==> src/uedma_defs.svh <==
// constants of the endpoint dma slave port: offsets, field positions,
// reset values and counts; included by the design files and the bench
`ifndef UEDMA_DEFS_SVH
`define UEDMA_DEFS_SVH
// register byte offsets
`define UEDMA_A_CFG 8'h00
`define UEDMA_A_CNT 8'h04
`define UEDMA_A_HW 8'h08
`define UEDMA_A_STAT 8'h0c
`define UEDMA_A_REM 8'h10
`define UEDMA_A_EP_BASE 8'h40
// transfer_config_register fields
`define UEDMA_CFG_EN 0
`define UEDMA_CFG_COUNTER_TERMINATION_ENABLE 1
`define UEDMA_CFG_SHORT_PACKET_TERMINATION_ENABLE 2
`define UEDMA_CFG_BURST 3
`define UEDMA_CFG_IDX_LSB 4
`define UEDMA_CFG_RST 8'h00
// hardware_config_register fields
`define UEDMA_HW_ACKONLY 0
`define UEDMA_HW_REQHI 1
`define UEDMA_HW_ACKHI 2
`define UEDMA_HW_RST 3'h6
// endpoint_config_register fields
`define UEDMA_EP_DIR 0
`define UEDMA_EP_ISO 1
`define UEDMA_EP_ENA 2
`define UEDMA_EP_RST 3'h0
`define UEDMA_EP0_CFG 3'h4
// status fields
`define UEDMA_ST_BUSY 0
`define UEDMA_ST_EOT 1
`define UEDMA_ST_REQ 2
// counts
`define UEDMA_CNT_RST 16'h0000
`define UEDMA_WORD_BYTES 16'h0002
`define UEDMA_BURST_BYTES 16
`define UEDMA_BURST_WORDS 3'h7
`define UEDMA_IDX_MIN 4'h2
`endif

==> src/uedma_pkg.sv <==
// types shared by the endpoint dma slave port
// assumes uedma_defs.svh sits in the include path
package uedma_pkg;
  typedef enum logic [1:0] {
    UEDMA_OFF,
    UEDMA_ARMED,
    UEDMA_REQ,
    UEDMA_DONE
  } uedma_state_t;
  typedef logic [3:0] uedma_idx_t;
endpackage : uedma_pkg

==> src/uedma_ep_cfg_mem.sv <==
// per-endpoint configuration store, two registered read ports
// assumes one clock; clear comes from usb bus reset only
`timescale 1ns/100ps
`include "uedma_defs.svh"
module uedma_ep_cfg_mem
  import uedma_pkg::*;
(
  input wire logic hclk,
  input wire logic hresetn,
  input wire logic clear,
  input wire logic we,
  input wire uedma_idx_t waddr,
  input wire logic [2:0] wdata,
  input wire uedma_idx_t raddr_a,
  output logic [2:0] rdata_a,
  input wire uedma_idx_t raddr_b,
  output logic [2:0] rdata_b
);
  logic [2:0] mem_q [16];

  // control endpoint is fixed, never stored
  function automatic logic [2:0] rd_word(input uedma_idx_t a, input logic [2:0] v);
    rd_word = (a == 4'h0) ? `UEDMA_EP0_CFG : v;
  endfunction : rd_word

  // storage; clear wins over a same-cycle write
  always_ff @(posedge hclk or negedge hresetn) begin
    if (!hresetn) begin
      for (int i = 0; i < 16; i++) mem_q[i] <= `UEDMA_EP_RST;
    end else if (clear) begin
      for (int i = 0; i < 16; i++) mem_q[i] <= `UEDMA_EP_RST;
    end else if (we) begin
      mem_q[waddr] <= wdata;
    end
  end

  // registered read ports
  always_ff @(posedge hclk or negedge hresetn) begin
    if (!hresetn) begin
      rdata_a <= `UEDMA_EP_RST;
      rdata_b <= `UEDMA_EP_RST;
    end else begin
      rdata_a <= rd_word(raddr_a, mem_q[raddr_a]);
      rdata_b <= rd_word(raddr_b, mem_q[raddr_b]);
    end
  end
endmodule : uedma_ep_cfg_mem

==> src/uedma_top.sv <==
// endpoint dma slave port with ahb-lite register slave
// assumes strobes, ack and end inputs are synchronous to hclk and that the
// endpoint buffer shows the next word of buf_ep_sel on buf_rdata
//
// Added by the designer: register access over AHB-Lite and the register addresses.
`timescale 1ns/100ps
`include "uedma_defs.svh"
module uedma_top
  import uedma_pkg::*;
(
  input wire logic hclk,
  input wire logic hresetn,
  input wire logic hsel,
  input wire logic [31:0] haddr,
  input wire logic [1:0] htrans,
  input wire logic hwrite,
  input wire logic [2:0] hsize,
  input wire logic hready,
  input wire logic [31:0] hwdata,
  output logic [31:0] hrdata,
  output logic hreadyout,
  output logic hresp,
  output logic transfer_request_out,
  input wire logic transfer_ack_in,
  input wire logic end_of_transfer_in,
  input wire logic rd_strobe_in,
  input wire logic wr_strobe_in,
  input wire logic [15:0] dma_data_in,
  output logic [15:0] dma_data_out,
  output logic dma_data_oe,
  input wire logic usb_bus_reset,
  input wire logic [15:0] ep_packet_ready,
  input wire logic buf_short_last,
  input wire logic usb_eop,
  input wire uedma_idx_t pio_ep_sel,
  input wire logic [15:0] buf_rdata,
  output uedma_idx_t buf_ep_sel,
  output logic buf_rd,
  output logic buf_wr,
  output logic [15:0] buf_wdata,
  output logic buf_validate,
  output logic eot_pulse
);
  uedma_state_t st_q;
  logic [7:0] cfg_q;
  logic [15:0] cnt_reg_q;
  logic [15:0] cnt_q;
  logic [2:0] hw_q;
  logic [2:0] burst_q;
  logic eot_flag_q;
  logic req_act_q;
  logic rd_prev_q;
  logic wr_prev_q;
  logic ack_prev_q;
  logic wr_pend_q;
  logic rd_pend_q;
  logic [7:0] wr_addr_q;
  logic [7:0] rd_addr_q;
  logic [2:0] ep_sw_rdata;
  logic [2:0] ep_dma_cfg;

  // saturating two-byte step of the transfer counter
  function automatic logic [15:0] step_cnt(input logic [15:0] c);
    step_cnt = (c > `UEDMA_WORD_BYTES) ? c - `UEDMA_WORD_BYTES : 16'h0000;
  endfunction : step_cnt

  // endpoint config words live at base plus four times endpoint
  function automatic logic is_ep_addr(input logic [7:0] a);
    is_ep_addr = (a[7:6] == 2'(`UEDMA_A_EP_BASE >> 6)) && (a[1:0] == 2'h0);
  endfunction : is_ep_addr

  // derived controls
  logic ack_act;
  logic idx_ok;
  uedma_idx_t dma_idx;
  uedma_idx_t dma_ep;
  logic ep_dir;
  logic ep_iso;
  logic ep_ena;
  logic st_act;
  logic word_done;
  logic [15:0] cnt_next;
  logic cnt_hit;
  logic short_out_hit;
  logic short_in_hit;
  logic eot_hit;
  logic can_req;
  logic cfg_wr;
  logic start;
  logic burst_end;

  assign dma_idx = cfg_q[`UEDMA_CFG_IDX_LSB +: 4];
  assign idx_ok = dma_idx >= `UEDMA_IDX_MIN;
  assign dma_ep = dma_idx - 4'h1; // code minus one is the endpoint
  assign ep_dir = ep_dma_cfg[`UEDMA_EP_DIR];
  assign ep_iso = ep_dma_cfg[`UEDMA_EP_ISO];
  assign ep_ena = ep_dma_cfg[`UEDMA_EP_ENA];
  // ack polarity follows the hardware config
  assign ack_act = transfer_ack_in ~^ hw_q[`UEDMA_HW_ACKHI];
  assign st_act = (st_q == UEDMA_ARMED) || (st_q == UEDMA_REQ);
  // out endpoint: word ends with read strobe; in: taken at write strobe
  assign word_done = st_act && idx_ok &&
    (ep_dir ? (ack_act && wr_strobe_in && !wr_prev_q)
            : (ack_prev_q && rd_prev_q && !rd_strobe_in));
  assign cnt_next = step_cnt(cnt_q);
  assign cnt_hit = word_done && cfg_q[`UEDMA_CFG_COUNTER_TERMINATION_ENABLE] && (cnt_next == 16'h0000);
  assign short_out_hit = word_done && cfg_q[`UEDMA_CFG_SHORT_PACKET_TERMINATION_ENABLE] && !ep_dir && !ep_iso &&
    buf_short_last;
  assign short_in_hit = word_done && cfg_q[`UEDMA_CFG_SHORT_PACKET_TERMINATION_ENABLE] && ep_dir && !ep_iso &&
    (cnt_next == 16'h0000);
  // iso also ends on end-of-packet; the controller may end any transfer
  assign eot_hit = cnt_hit || short_out_hit || short_in_hit ||
    (st_act && ep_iso && usb_eop) || (st_act && ack_act && end_of_transfer_in);
  // no new request while the previous ack is still up
  assign can_req = idx_ok && ep_ena && ep_packet_ready[dma_ep] && !ack_act &&
    !hw_q[`UEDMA_HW_ACKONLY];
  assign cfg_wr = wr_pend_q && (wr_addr_q == `UEDMA_A_CFG);
  assign start = cfg_wr && hwdata[`UEDMA_CFG_EN] &&
    ((st_q == UEDMA_OFF) || (st_q == UEDMA_DONE));
  // burst holds for at most 16 bytes, single drops after each word
  assign burst_end = !cfg_q[`UEDMA_CFG_BURST] || (burst_q == `UEDMA_BURST_WORDS);

  uedma_ep_cfg_mem u_mem (
    .hclk(hclk),
    .hresetn(hresetn),
    .clear(usb_bus_reset),
    .we(wr_pend_q && is_ep_addr(wr_addr_q) && (wr_addr_q[5:2] != 4'h0)),
    .waddr(wr_addr_q[5:2]),
    .wdata(hwdata[2:0]),
    .raddr_a(haddr[5:2]),
    .rdata_a(ep_sw_rdata),
    .raddr_b(dma_ep),
    .rdata_b(ep_dma_cfg)
  );

  // ahb-lite address phase capture; reads take one wait state
  always_ff @(posedge hclk or negedge hresetn) begin
    if (!hresetn) begin
      wr_pend_q <= 1'b0;
      rd_pend_q <= 1'b0;
      wr_addr_q <= 8'h00;
      rd_addr_q <= 8'h00;
    end else if (hready) begin
      wr_pend_q <= hsel && htrans[1] && hwrite;
      rd_pend_q <= hsel && htrans[1] && !hwrite;
      wr_addr_q <= haddr[7:0];
      rd_addr_q <= haddr[7:0];
    end else begin
      wr_pend_q <= 1'b0;
      rd_pend_q <= 1'b0;
    end
  end

  // read data and ready; ready drops in the first read data cycle so the
  // answer can come from a register; unmapped reads give zero, always okay
  always_ff @(posedge hclk or negedge hresetn) begin
    if (!hresetn) begin
      hrdata <= 32'h0000_0000;
      hreadyout <= 1'b1;
      hresp <= 1'b0;
    end else begin
      hresp <= 1'b0;
      hreadyout <= !(hready && hsel && htrans[1] && !hwrite);
      hrdata <= 32'h0000_0000;
      if (rd_pend_q) begin
        unique case (rd_addr_q)
          `UEDMA_A_CFG: hrdata <= {24'h000000, cfg_q};
          `UEDMA_A_CNT: hrdata <= {16'h0000, cnt_reg_q};
          `UEDMA_A_HW: hrdata <= {29'h00000000, hw_q};
          `UEDMA_A_STAT: hrdata <= {29'h00000000, req_act_q, eot_flag_q, st_act};
          `UEDMA_A_REM: hrdata <= {16'h0000, cnt_q};
          default: hrdata <= is_ep_addr(rd_addr_q) ? {29'h00000000, ep_sw_rdata} : 32'h0;
        endcase
      end
    end
  end

  // software registers; bus reset clears the transfer config and count, the hardware config keeps its value
  always_ff @(posedge hclk or negedge hresetn) begin
    if (!hresetn) begin
      cfg_q <= `UEDMA_CFG_RST;
      cnt_reg_q <= `UEDMA_CNT_RST;
      hw_q <= `UEDMA_HW_RST;
    end else if (usb_bus_reset) begin
      cfg_q <= `UEDMA_CFG_RST;
      cnt_reg_q <= `UEDMA_CNT_RST;
    end else if (wr_pend_q) begin
      if (wr_addr_q == `UEDMA_A_CFG) cfg_q <= hwdata[7:0];
      if (wr_addr_q == `UEDMA_A_CNT) cnt_reg_q <= hwdata[15:0];
      if (wr_addr_q == `UEDMA_A_HW) hw_q <= hwdata[2:0];
    end
  end

  // transfer state; disabling stops with no end indication
  always_ff @(posedge hclk or negedge hresetn) begin
    if (!hresetn) begin
      st_q <= UEDMA_OFF;
    end else if (usb_bus_reset || (cfg_wr && !hwdata[`UEDMA_CFG_EN])) begin
      st_q <= UEDMA_OFF;
    end else if (start) begin
      st_q <= UEDMA_ARMED;
    end else begin
      unique case (st_q)
        UEDMA_OFF: st_q <= UEDMA_OFF;
        UEDMA_DONE: st_q <= UEDMA_DONE;
        UEDMA_ARMED: begin
          if (eot_hit) st_q <= UEDMA_DONE;
          else if (can_req) st_q <= UEDMA_REQ;
        end
        UEDMA_REQ: begin
          if (eot_hit) st_q <= UEDMA_DONE;
          else if (word_done && burst_end) st_q <= UEDMA_ARMED;
        end
      endcase
    end
  end

  // request level follows the next state; pin gets the polarity
  always_ff @(posedge hclk or negedge hresetn) begin
    if (!hresetn) begin
      req_act_q <= 1'b0;
      transfer_request_out <= 1'b0;
    end else begin
      req_act_q <= 1'b0;
      transfer_request_out <= !hw_q[`UEDMA_HW_REQHI];
      if (!usb_bus_reset && !cfg_wr && !eot_hit &&
          ((st_q == UEDMA_ARMED && can_req) ||
           (st_q == UEDMA_REQ && !(word_done && burst_end)))) begin
        req_act_q <= 1'b1;
        transfer_request_out <= hw_q[`UEDMA_HW_REQHI];
      end
    end
  end

  // words in the current burst, restarted with each request
  always_ff @(posedge hclk or negedge hresetn) begin
    if (!hresetn) burst_q <= 3'h0;
    else if (st_q != UEDMA_REQ) burst_q <= 3'h0;
    else if (word_done) burst_q <= burst_q + 3'h1;
  end

  // byte counter loads on enable, steps by a word
  always_ff @(posedge hclk or negedge hresetn) begin
    if (!hresetn) cnt_q <= `UEDMA_CNT_RST;
    else if (start) cnt_q <= (wr_addr_q == `UEDMA_A_CNT) ? hwdata[15:0] : cnt_reg_q;
    else if (word_done) cnt_q <= cnt_next;
  end

  // strobe and ack history for edge detection
  always_ff @(posedge hclk or negedge hresetn) begin
    if (!hresetn) begin
      rd_prev_q <= 1'b0;
      wr_prev_q <= 1'b0;
      ack_prev_q <= 1'b0;
    end else begin
      rd_prev_q <= rd_strobe_in;
      wr_prev_q <= wr_strobe_in;
      ack_prev_q <= ack_act;
    end
  end

  // out data drive only during ack with read strobe
  always_ff @(posedge hclk or negedge hresetn) begin
    if (!hresetn) begin
      dma_data_out <= 16'h0000;
      dma_data_oe <= 1'b0;
    end else begin
      dma_data_oe <= st_act && idx_ok && !ep_dir && ack_act && rd_strobe_in;
      if (ack_act && rd_strobe_in) dma_data_out <= buf_rdata;
    end
  end

  // buffer routing and access strobes
  always_ff @(posedge hclk or negedge hresetn) begin
    if (!hresetn) begin
      buf_ep_sel <= 4'h0;
      buf_rd <= 1'b0;
      buf_wr <= 1'b0;
      buf_wdata <= 16'h0000;
      buf_validate <= 1'b0;
    end else begin
      buf_ep_sel <= (ack_act && idx_ok) ? dma_ep : pio_ep_sel;
      buf_rd <= word_done && !ep_dir;
      buf_wr <= word_done && ep_dir;
      if (word_done && ep_dir) buf_wdata <= dma_data_in;
      buf_validate <= short_in_hit; // partial in buffer goes out short
    end
  end

  // end indication; a new end beats a same-cycle clear
  always_ff @(posedge hclk or negedge hresetn) begin
    if (!hresetn) begin
      eot_pulse <= 1'b0;
      eot_flag_q <= 1'b0;
    end else begin
      eot_pulse <= eot_hit && !cfg_wr && !usb_bus_reset;
      if (eot_hit && !cfg_wr && !usb_bus_reset) eot_flag_q <= 1'b1;
      else if (wr_pend_q && wr_addr_q == `UEDMA_A_STAT && hwdata[`UEDMA_ST_EOT])
        eot_flag_q <= 1'b0;
    end
  end

  req_idle_off_a: assert property (@(posedge hclk) disable iff (!hresetn)
    (st_q == UEDMA_OFF || st_q == UEDMA_DONE) && !start |=> !req_act_q)
    else $error("request active while dma stopped");
  req_polarity_a: assert property (@(posedge hclk) disable iff (!hresetn)
    $stable(hw_q) |-> ##1 transfer_request_out == (req_act_q ~^ $past(hw_q[1])))
    else $error("request pin polarity wrong");
  single_drop_a: assert property (@(posedge hclk) disable iff (!hresetn)
    word_done && !cfg_q[3] |=> !req_act_q)
    else $error("single mode request held after word");
  burst_hold_a: assert property (@(posedge hclk) disable iff (!hresetn)
    st_q == UEDMA_REQ && word_done && cfg_q[3] && burst_q < 3'h7 && !eot_hit &&
    !cfg_wr && !usb_bus_reset |=> req_act_q)
    else $error("burst request dropped early");
  oe_needs_ack_a: assert property (@(posedge hclk) disable iff (!hresetn)
    dma_data_oe |-> $past(ack_act && rd_strobe_in))
    else $error("data driven without ack and read");
  ack_drop_stop_a: assert property (@(posedge hclk) disable iff (!hresetn)
    !ack_act |=> !dma_data_oe)
    else $error("data driven after ack dropped");
  ack_route_a: assert property (@(posedge hclk) disable iff (!hresetn)
    ack_act && idx_ok |=> buf_ep_sel == $past(dma_ep))
    else $error("buffer not routed to dma endpoint");
  cnt_load_a: assert property (@(posedge hclk) disable iff (!hresetn)
    start && wr_addr_q != 8'h04 |=> cnt_q == $past(cnt_reg_q))
    else $error("counter not loaded on enable");
  cnt_end_a: assert property (@(posedge hclk) disable iff (!hresetn)
    cnt_hit && !cfg_wr && !usb_bus_reset |=> st_q == UEDMA_DONE ##1 !req_act_q)
    else $error("counter end did not stop dma");
  ack_only_a: assert property (@(posedge hclk) disable iff (!hresetn)
    hw_q[0] && st_q != UEDMA_REQ |=> !req_act_q)
    else $error("request raised in ack-only mode");
  bad_index_a: assert property (@(posedge hclk) disable iff (!hresetn)
    dma_idx < 4'h2 && $stable(cfg_q) |=> !req_act_q && !buf_rd && !buf_wr)
    else $error("control endpoint reached by dma");
  quiet_disable_a: assert property (@(posedge hclk) disable iff (!hresetn)
    cfg_wr && !hwdata[0] |=> !eot_pulse && st_q == UEDMA_OFF)
    else $error("disable gave an end indication");
endmodule : uedma_top

==> config.mk <==
export PLATFORM = sky130hd
export DESIGN_NAME = uedma_top
export DESIGN_NICKNAME = d
export VERILOG_FILES = /design/src/uedma_pkg.sv /design/src/uedma_ep_cfg_mem.sv /design/src/uedma_top.sv
export VERILOG_INCLUDE_DIRS = /design/src
export SDC_FILE = /design/constraint.sdc
export NUM_CORES = 1
export LEC_CHECK = 0
export BUFFER_PORTS_ARGS = -buffer_cell sky130_fd_sc_hd__buf_2
export CAP_MARGIN = 20
export CORE_AREA = 4 4 136 151
export CTS_BUF_LIST = sky130_fd_sc_hd__clkbuf_8
export DETAILED_ROUTE_END_ITERATION = 8
export DIE_AREA = 0 0 140 155
export PLACE_DENSITY_LB_ADDON = 0.05
export SLEW_MARGIN = 15
export SYNTH_ARGS = -nofsm -noshare
export SYNTH_HDL_FRONTEND = slang
export SYNTH_SLANG_ARGS = --single-unit
==> constraint.sdc <==
create_clock -name hclk -period 6.4 [get_ports hclk]
set_input_delay 0.32 -clock hclk [delete_from_list [all_inputs] [get_ports hclk]]
set_output_delay 0.32 -clock hclk [all_outputs]
set_load 0.005 [all_outputs]
Yosys cells after proc, flatten, opt, wreduce, memory -nomap -nowiden
Index checks and enable logic that the tools add are counted.
Widths: inputs -> output; s select.
Word-level totals
  word-level logic and storage cells: 208
  register bits: 192
Operators by class
  bitwise logic cells: 5
  mux-type cells: 44
  add/subtract/negate cells: 3
  reductions and logical operators: 94
  equality and inequality tests: 12
  $lt $le $gt $ge: 7
Operators with widths (number)
  $mux 16: 6
  $mux 48: 2
  $pmux 16 s5: 1
  $logic_and 1x1->1: 54
  $bwmux 48: 1
  $mux 32: 1
  $mux 3: 10
  $bmux 3 s4: 2
  $mux 8: 3
  $eq 8x4->1 const B: 2
  $gt 16x2->1 const B: 1
  $logic_not 16->1: 1
  $sub 16x2->16 const B: 1
  $ge 5x5->1 const B: 3
  $logic_not 1->1: 15
  $not 4->5: 3
  $demux 3 s4: 1
  $mux 2: 6
  $reduce_bool 2->1: 6
  $ne 5x5->1 const B: 2
  $logic_or 1x1->1: 9
  $eq 8x3->1 const B: 1
  $eq 8x5->1 const B: 1
  $logic_not 4->1: 2
  20 further kinds: 31

Depth between registers and ports, before layout
Gate-level depths: netlist of run 1.
  depth in word-level cells: 17
  depth in mapped cells: 11

Cells and area by module
From an unflattened synthesis of run 1, not the netlist that was laid out.
Unflattened totals
  cells, all modules: 848
  area total of the unflattened synthesis: 8994.9 um^2
By module, submodules not included
  uedma_top: area each 6109.6 um^2, times used 1, seq. area each 3056.7 um^2, cells each 554
  uedma_ep_cfg_mem: area each 2885.3 um^2, times used 1, seq. area each 1276.2 um^2, cells each 294

Worst setup path after synthesis of run 1
No wires, ideal clock.
  path type: register to register
  start point: reg cfg_q[4]
  end point: reg st_q[1]
  stages on the path, launching flop included: 12
  required time: 6.266 ns
  data arrival time: 2.731 ns
  setup time: 0.134 ns
  path slack: 3.535 ns
  period minus slack after synthesis: 2.865 ns
  cells stage by stage: dfrtp_1 > buf_6 > buf_2 > inv_1 > ha_1 > clkbuf_1 > mux4_2 > mux4_2 > a21oi_1 > o21a_2 > o21a_4 > o211ai_2
On the way
  longest elaborated chain between the ends: 15
  elaborated cells on any way between the ends: 32
  those cells by class: 1 x add/sub; 1 x order compare; 2 x eq/ne; 7 x mux; 21 x reduce/logical
Ends and longest elaborated chain
  from (decl): line uedma_top.sv:45  | logic [7:0] cfg_q;
  from (signal assigned): line uedma_top.sv:181  | cfg_q <= `UEDMA_CFG_RST;
  from (signal assigned): line uedma_top.sv:185  | cfg_q <= `UEDMA_CFG_RST;
  from (signal assigned): line uedma_top.sv:188  | if (wr_addr_q == `UEDMA_A_CFG) cfg_q <= hwdata[7:0];
  $ge 4x2->1 (no line)
  $logic_and 1x1->1 (2 in series): line uedma_top.sv:102  | assign word_done = st_act && idx_ok &&
  $logic_and 1x1->1: line uedma_top.sv:107, uedma_top.sv:109
  $logic_and 1x1->1 (3 in series): line uedma_top.sv:107  | assign short_out_hit = word_done && cfg_q[`UEDMA_CFG_SHORT_PACKET_TERMINATION_ENABLE] && !ep_dir && !ep_iso &&
  $logic_or 1x1->1 (3 in series): line uedma_top.sv:112  | assign eot_hit = cnt_hit || short_out_hit || short_in_hit ||
  $logic_or 1x1->1: line uedma_top.sv:113  | (st_act && ep_iso && usb_eop) || (st_act && ack_act && end_of_transfer_in);
  $mux 2 (on tied branches): line uedma_top.sv:211, uedma_top.sv:207
  $pmux 2 s4: line uedma_top.sv:203  | unique case (st_q)
  $mux 2: line uedma_top.sv:200  | end else if (start) begin
  $mux 2: line uedma_top.sv:198  | end else if (usb_bus_reset || (cfg_wr && !hwdata[`UEDMA_CFG_EN])) begin
  to (signal assigned): line uedma_top.sv:199  | st_q <= UEDMA_OFF;
  to (signal assigned): line uedma_top.sv:201  | st_q <= UEDMA_ARMED;
  to (signal assigned): line uedma_top.sv:211  | if (eot_hit) st_q <= UEDMA_DONE;
  to (decl): line uedma_top.sv:44  | uedma_state_t st_q;
Parallel ways exist; a longest one is shown, timed or not. The select of a mux whose other input is x is not followed.
A chain may end at the register's enable or synchronous reset.

==> results.sh, run 1 <==
export IMPL_status="finished clean"
export IMPL_synth_area_um2=9120
export IMPL_grt_overflow=0
export IMPL_worstMarginPinSlew_ns=0.896
export IMPL_period_minus_slack_ns=3.64
export IMPL_synth_top_cell_area_share=0.475
export IMPL_antenna_violating_nets_post_route=0
export IMPL_seq_area_um2=4410
export IMPL_p_int_mw=1.58
export IMPL_grt_max_degree=113
export IMPL_syn_inst=841
export IMPL_via_count=6974
export IMPL_drive_gt1_frac=0.300
export IMPL_crit_path_end_kind="flip-flop"
export IMPL_tritoncts="done"
export IMPL_yosysMostFrequentCell="dfrtp_1"
export IMPL_fin_ws_ns=2.76
export IMPL_ctsResizeCount=0
export IMPL_dpl_hpwl_um=17200
export IMPL_avgSynthCellArea_um2=10.8
export IMPL_pwr_share_clk=0.383
export IMPL_n_antenna_cell=0
export IMPL_drt_pass1_iter_count=5
export IMPL_fp_coreArea_um2=19000
export IMPL_synthArstFlopShare=1.00
export IMPL_cts_buffer_depth=2
export IMPL_synth_warnings=0
export IMPL_synth_main_ff_cell="dfrtp_1"
export IMPL_path_class="reg2reg"
export IMPL_clk_latency_ns=0.48
export IMPL_fin_crit_sh=0.568
export IMPL_netlist_top_cells_count="dfrtp_1 (173), nand2_1 (116), a21oi_1 (62), nor2_1 (49), mux2_2 (48)"
export IMPL_worst_setup_path_start_kind="flip-flop"
export IMPL_drcViolationCount=0
export IMPL_dieArea_um2=21700
export IMPL_maxCapViolCount=0
export IMPL_syn_to_final_growth_pct=13.8
export IMPL_die_h_um=155
export IMPL_grt_pass1_wl_um=39100
export IMPL_num_rows=53
export IMPL_dp_slack_ns=2.68
export IMPL_fin_setup_tns_ns=0
export IMPL_synth_edff_count=0
export IMPL_die_x_um=140
export IMPL_rsz0062_at_grt="no"
export IMPL_cts_buffers=17
export IMPL_maxSlewHeadroom=0.403
export IMPL_ys_types=73
export IMPL_ys_ff_latch=176
export IMPL_yosys_area_top_type="dfrtp_1"
export IMPL_fin_util=0.547
export IMPL_final_hold_violation_count=0
export IMPL_crit_required_ns=6.77
export IMPL_drtIter0Drc=482
export IMPL_ys_seq_area_frac=0.483
export IMPL_p_comb_frac=0.076
export IMPL_multi_input_area_um2=4330
export IMPL_swShare=0.263
export IMPL_switchingPower_mw=0.561
export IMPL_ios=209
export IMPL_clk_pin_slew_ns=0.10
export IMPL_min_path_type="in2reg"
export IMPL_root_buffer="clkbuf_8"
export IMPL_arrival_ns=4.01
export IMPL_fillers=1766
export IMPL_setup_viol=0
export IMPL_skew_ns=0.0102
export IMPL_wl_per_cell_um=20.0
export IMPL_drv_slew=0
export IMPL_initial_core_util=0.481
export IMPL_critical_path_max_fanout=22
export IMPL_wl_um=24300
export IMPL_fin_nets=1099
export IMPL_cts_max_level=4
export IMPL_peakVddDrop_mv=0.117
export IMPL_place_congestion=0.824
export IMPL_grt_pass1_vias=7147
export IMPL_grt_antenna_before_repair=0
export IMPL_leakagePower_nw=4.75
export IMPL_p_per_area_nw_per_um2=206
export IMPL_synth_area_leaders="dfrtp_1 (47%), mux4_2 (6.4%), mux2_2 (5.9%)"
export IMPL_track_usage=0.227
export IMPL_pwr_share_seq=0.541
export IMPL_vias_per_cell=5.74
export IMPL_cts_sinks=176
export IMPL_fmax_mhz=275
export IMPL_io_buffers=147
==> through the flow <==
| stage | hold slack, ns | instance area (µm²) | instances | total power, mW |
|---|---|---|---|---|
| 6_report | 0.0422 | 10400 | 1216 | 2.14 |
| 4_1_cts | 0.0314 | 10300 | 1212 | 2.15 |
| 2_1_floorplan | 0.0244 | 9180 | 857 | 1.26 |
| 3_3_place_gp | 0.445 | 9860 | 1176 | 1.33 |
| 5_1_grt | 0.0460 | 10400 | 1216 | 2.23 |
| 3_5_place_dp | 0.450 | 9860 | 1176 | 1.34 |
==> kinds of logic after synthesis <==
logic type | Yosys count | share of synthesized area
multiplexers | 116 | 0.177
adder cells (fa/ha/maj) | 10 | 0.0137
other | 1 | 0.000411
AO/OA/AOI/OAI | 147 | 0.108
flip-flops | 176 | 0.483
buffers and inverters | 91 | 0.0489
AND/OR/NAND/NOR | 289 | 0.155
XOR/XNOR | 11 | 0.0134
==> worst paths after layout <==
kind                            cells after the start       endpoint  slack [ns]           from
worst max-delay path                                6      cnt_q[12]        2.76   rd_addr_q[7]
worst min-delay path                                3  buf_ep_sel[0]        0.04  pio_ep_sel[0]
worst max register to register                      6      cnt_q[12]        2.76   rd_addr_q[7]
worst min register to register                      1  buf_wdata[11]        0.51  buf_wdata[11]
max in group asynchronous                           4  buf_ep_sel[1]        4.48        hresetn
min in group asynchronous                           2      hrdata[9]        0.32        hresetn
==> metal layers <==
layer | vias up | GRT usage | part of all wire
met1 | 3567 | 0.275 | 0.39
met4 | 0 | 0.0748 | 0.016
met2 | 160 | 0.414 | 0.56
li1 | 3219 | - | -
met5 | - | 0 | 0
met3 | 28 | 0.0329 | 0.034
==> registers in the layout (all words and copies together) (netlist names), 2 cells and up <==
name / count
buf_ep_sel: 4
rd_addr_q: 8
dma_data_out: 16
u_mem.rdata_a: 3
buf_wdata: 16
st_q: 2
burst_q: 3
u_mem.mem_q: 48
hw_q: 3
hrdata: 16
cfg_q: 8
cnt_reg_q: 16
cnt_q: 16
u_mem.rdata_b: 3
==> final cells by class <==
class,count,share of cell area
Multi-Input combinational cell,590,0.417
Sequential cell,176,0.425
Clock inverter,14,0.0169
Timing Repair Buffer,159,0.0829
Tap cell,247,0.0298
Inverter,12,0.00434
Clock buffer,18,0.0239
==> critical path, cell delays in order (launching register included) <==
cell and delay [ns]:
dfrtp_1 0.42, nor4_2 0.47, and4_1 0.60, nand3b_1 0.72, o21ai_1 0.73, o21ai_0 0.20, a221o_1 0.38
==> what timing repair did <==
action / 4_1_cts / 5_1_grt
hold buffers: 4 / 0
endpoints found under the hold margin: 4 / 0
buffers inserted: 0 / 0
==> cells in the final DEF (no fill, tap or decap), types with 7 or more instances in the layout <==
cell type and instances:
a21oi_1 62, a22oi_1 11, and3_1 7, buf_2 146
clkbuf_8 18, conb_1 17, dfrtp_1 173, ha_1 10
inv_1 12, mux2_2 48, mux2i_1 36, mux4_2 26
nand2_1 116, nand3_1 38, nor2_1 48, nor2b_1 14
nor3_1 12, nor4_1 8, o21ai_0 22, o221ai_1 7
==> power groups by stage <==
stage / clock (mW) / combinational (mW) / sequential (mW)
global route: 0.888 / 0.181 / 1.16
floorplan: 0 / 0.0849 / 1.17
detailed placement: 0 / 0.160 / 1.18
finish: 0.818 / 0.163 / 1.16
global placement: 0 / 0.155 / 1.18
CTS: 0.837 / 0.162 / 1.15
Note: power is estimated with default switching activity, not from simulation.
==> run 2, diff against run 1 <==
--- a/config.mk
+++ b/config.mk
@@ -6,12 +6,13 @@
 export SDC_FILE = /design/constraint.sdc
 export NUM_CORES = 1
 export LEC_CHECK = 0
+export ABC_AREA = 1
 export BUFFER_PORTS_ARGS = -buffer_cell sky130_fd_sc_hd__buf_2
 export CAP_MARGIN = 20
-export CORE_AREA = 4 4 136 151
+export CORE_AREA = 4 4 135 150
 export CTS_BUF_LIST = sky130_fd_sc_hd__clkbuf_8
 export DETAILED_ROUTE_END_ITERATION = 8
-export DIE_AREA = 0 0 140 155
+export DIE_AREA = 0 0 139 154
 export PLACE_DENSITY_LB_ADDON = 0.05
 export SLEW_MARGIN = 15
 export SYNTH_ARGS = -nofsm -noshare
==> constraint.sdc (replaced) <==
create_clock -name hclk -period 3.74 [get_ports hclk]
set_input_delay 0.187 -clock hclk [delete_from_list [all_inputs] [get_ports hclk]]
set_output_delay 0.187 -clock hclk [all_outputs]
set_load 0.005 [all_outputs]
==> run 2 against run 1 <==
Net effect: sequential share of layout area fell by 1.4 points; register-to-register slack got worse by 1.8 ns; highest routed layer unchanged; clock-buffer cell count rose by 1; area after synthesis fell by 1.3%; cell count rose by 27%; utilization rose by 2.3 points; clock skew rose by 0.0070 ns; clock power rose by 56%; combinational power rose by 120%; total power rose by 69%; worst setup slack got worse by 1.8 ns.
==> results.sh, run 2 <==
export IMPL_wl_um=25800
export IMPL_drv_slew=0
export IMPL_arrival_ns=3.06
export IMPL_synth_edff_count=0
export IMPL_drt_pass1_iter_count=5
export IMPL_placed_cells=1466
export IMPL_skew_ns=0.0173
export IMPL_final_cell_mix="nand2_1 (239), dfrtp_1 (173), buf_2 (146), o21ai_0 (129), inv_1 (125)"
export IMPL_initial_core_util=0.478
export IMPL_grt_antenna_before_repair=0
export IMPL_r2r_setup_slack_ns=1.01
export IMPL_vias_per_cell=5.31
export IMPL_p_comb_frac=0.097
export IMPL_cts_max_level=4
export IMPL_fp_coreArea_um2=18800
export IMPL_ys_types=46
export IMPL_cts_buffer_depth=2
export IMPL_fin_setup_tns_ns=0
export IMPL_synth_top_cell_area_share=0.481
export IMPL_ys_ff_latch=176
export IMPL_grt_pass1_wl_um=42000
export IMPL_grt_pass1_vias=8180
export IMPL_tritoncts="done"
export IMPL_final_common_cell="nand2_1"
export IMPL_synth_warnings=0
export IMPL_stdcell_count=1548
export IMPL_final_hold_violation_count=0
export IMPL_pwr_share_seq=0.547
export IMPL_wl_per_cell_um=16.7
export IMPL_worstReg2RegEnd="u_mem.mem_q[17]"
export IMPL_min_path_type="in2reg"
export IMPL_ios=209
export IMPL_maxCapViolCount=0
export IMPL_dieArea_um2=21400
export IMPL_p_per_area_nw_per_um2=336
export IMPL_worst_setup_path_start_kind="flip-flop"
export IMPL_syn_inst=1107
export IMPL_fin_nets=1431
export IMPL_root_buffer="clkbuf_8"
export IMPL_r2r_cells=8
export IMPL_worstMarginPinSlew_ns=0.920
export IMPL_io_buffers=147
export IMPL_ys_seq_area_frac=0.490
export IMPL_n_antenna_cell=0
export IMPL_die_h_um=154
export IMPL_clk_pin_slew_ns=0.11
export IMPL_period_minus_slack_ns=2.73
export IMPL_yosysMostFrequentCell="nand2_1"
export IMPL_track_usage=0.242
export IMPL_status="finished clean"
export IMPL_critical_path_max_fanout=21
export IMPL_fillers=1804
export IMPL_drcViolationCount=0
export IMPL_setup_viol=0
export IMPL_pwr_share_clk=0.356
export IMPL_place_congestion=0.911
export IMPL_syn_to_final_growth_pct=19.2
export IMPL_crit_required_ns=4.07
export IMPL_switchingPower_mw=0.991
export IMPL_crit_start="rd_addr_q[1]"
export IMPL_clk_latency_ns=0.47
export IMPL_swShare=0.275
export IMPL_r2r_start="rd_addr_q[1]"
export IMPL_avgSynthCellArea_um2=8.13
export IMPL_synth_area_leaders="dfrtp_1 (48%), nand2_1 (10%), o21ai_0 (7.2%)"
export IMPL_cts_buffers=17
export IMPL_maxSlewHeadroom=0.386
export IMPL_synthArstFlopShare=1.00
export IMPL_netlist_top_cells_count="nand2_1 (239), dfrtp_1 (173), o21ai_0 (129), inv_1 (125), nor2_1 (81)"
export IMPL_largest_reg_flops=48
export IMPL_num_rows=53
export IMPL_crit_path_end_kind="flip-flop"
export IMPL_via_count=8215
export IMPL_largest_register="u_mem.mem_q"
export IMPL_grt_max_degree=99
export IMPL_fmax_mhz=366
export IMPL_fin_crit_sh=0.730
export IMPL_yosys_area_top_type="dfrtp_1"
export IMPL_drive_gt1_frac=0.184
export IMPL_hold_path_startpoint="hwdata[2]"
export IMPL_drtIter0Drc=563
export IMPL_min_path_cells=3
export IMPL_peakVddDrop_mv=0.210
export IMPL_die_x_um=139
export IMPL_antenna_violating_nets_post_route=0
export IMPL_synth_main_ff_cell="dfrtp_1"
export IMPL_path_class="reg2reg"
export IMPL_synth_area_um2=9000
export IMPL_p_int_mw=2.61
export IMPL_dpl_hpwl_um=18100
export IMPL_rsz0062_at_grt="no"
export IMPL_leakagePower_nw=5.28
export IMPL_min_to="hw_q[2]"
export IMPL_cts_setup_buffers=0
export IMPL_grt_overflow=0
export IMPL_cts_sinks=176
run 2: changes by cell type after synthesis, sizes merged, moves of 39 or more:
cell | before | now
nand3 | 38 | 85
o22ai | 0 | 50
nor2 | 51 | 90
inv | 12 | 132
o21ai | 28 | 130
nand2 | 118 | 245
run 2: power groups by stage:
| stage | Clock, mW | Sequential (mW) | Combinational (mW) |
|---|---|---|---|
| finish | 1.28 | 1.97 | 0.351 |
| CTS | 1.31 | 1.97 | 0.352 |
| floorplan | 0 | 2.01 | 0.150 |
| global route | 1.40 | 1.98 | 0.391 |
| detailed placement | 0 | 2.01 | 0.310 |
| global placement | 0 | 2.01 | 0.309 |
run 2: area by class of cell:
cell class                      instances  area, µm²  share of cell area
Clock inverter                         13        116              0.0108
Inverter                              134        503              0.0469
Sequential cell                       176       4410               0.411
Timing Repair Buffer                  206       1310               0.122
Tap cell                              247        309              0.0288
Clock buffer                           19        262              0.0244
Multi-Input combinational cell        753       3820               0.356
run 2: worst max-delay path, cell delays in order, from the launching register on:
cell and delay (ns):
dfrtp_1 0.39, nor2_1 0.17, inv_1 0.08, nor3_1 0.47, o211ai_1 0.20, inv_1 0.59
nand3_1 0.37, nand2_1 0.21, o22ai_1 0.10
run 2: worst max-delay path by stage:
| stage | endpoint | slack (ns) |
|---|---|---|
| floorplan | st_q[0] | 1.19 |
| global placement | st_q[0] | 1.09 |
| detailed placement | st_q[0] | 1.08 |
| CTS | u_mem.mem_q[17] | 1.04 |
| global route | u_mem.mem_q[29] | 0.72 |
| finish | u_mem.mem_q[17] | 1.01 |
run 2: cell families after synthesis:
family / synth area share
and+or+nand+nor: 0.208
AOI/OAI and AO/OA: 0.167
buffers and inverters: 0.0921
DFF: 0.490
muxes: 0.0238
adders and majority gates: 0.0139
xor gates and xnor gates: 0.00473
other: 0.000417
run 2: repair_timing:
item | CTS | global route
hold endpoints to repair | 140 | 0
hold buffers | 50 | 0
resized for setup | 0 | 0
run 2: per-stage QoR:
step | worst slack [ns] | util | instance area, µm² | hold WS, ns | power (mW)
after floorplan | 1.19 | - | 9060 | -0.109 | 2.16
after global placement | 1.09 | 0.523 | 9850 | 0.314 | 2.31
after detailed placement | 1.08 | 0.523 | 9850 | 0.312 | 2.32
after CTS | 1.04 | 0.570 | 10700 | 0.00439 | 3.63
after global routing | 0.719 | 0.570 | 10700 | 0.0144 | 3.76
final | 1.01 | 0.570 | 10700 | 0.0250 | 3.60
run 2: routing by layer:
layer,GRT usage,vias up,part of all wire,wire length [µm]
met5,0,-,0,0
met1,0.294,3934,0.41,10700
met2,0.440,210,0.52,13500
li1,-,4025,-,-
met4,0.0927,0,0.028,718
met3,0.0286,46,0.034,880
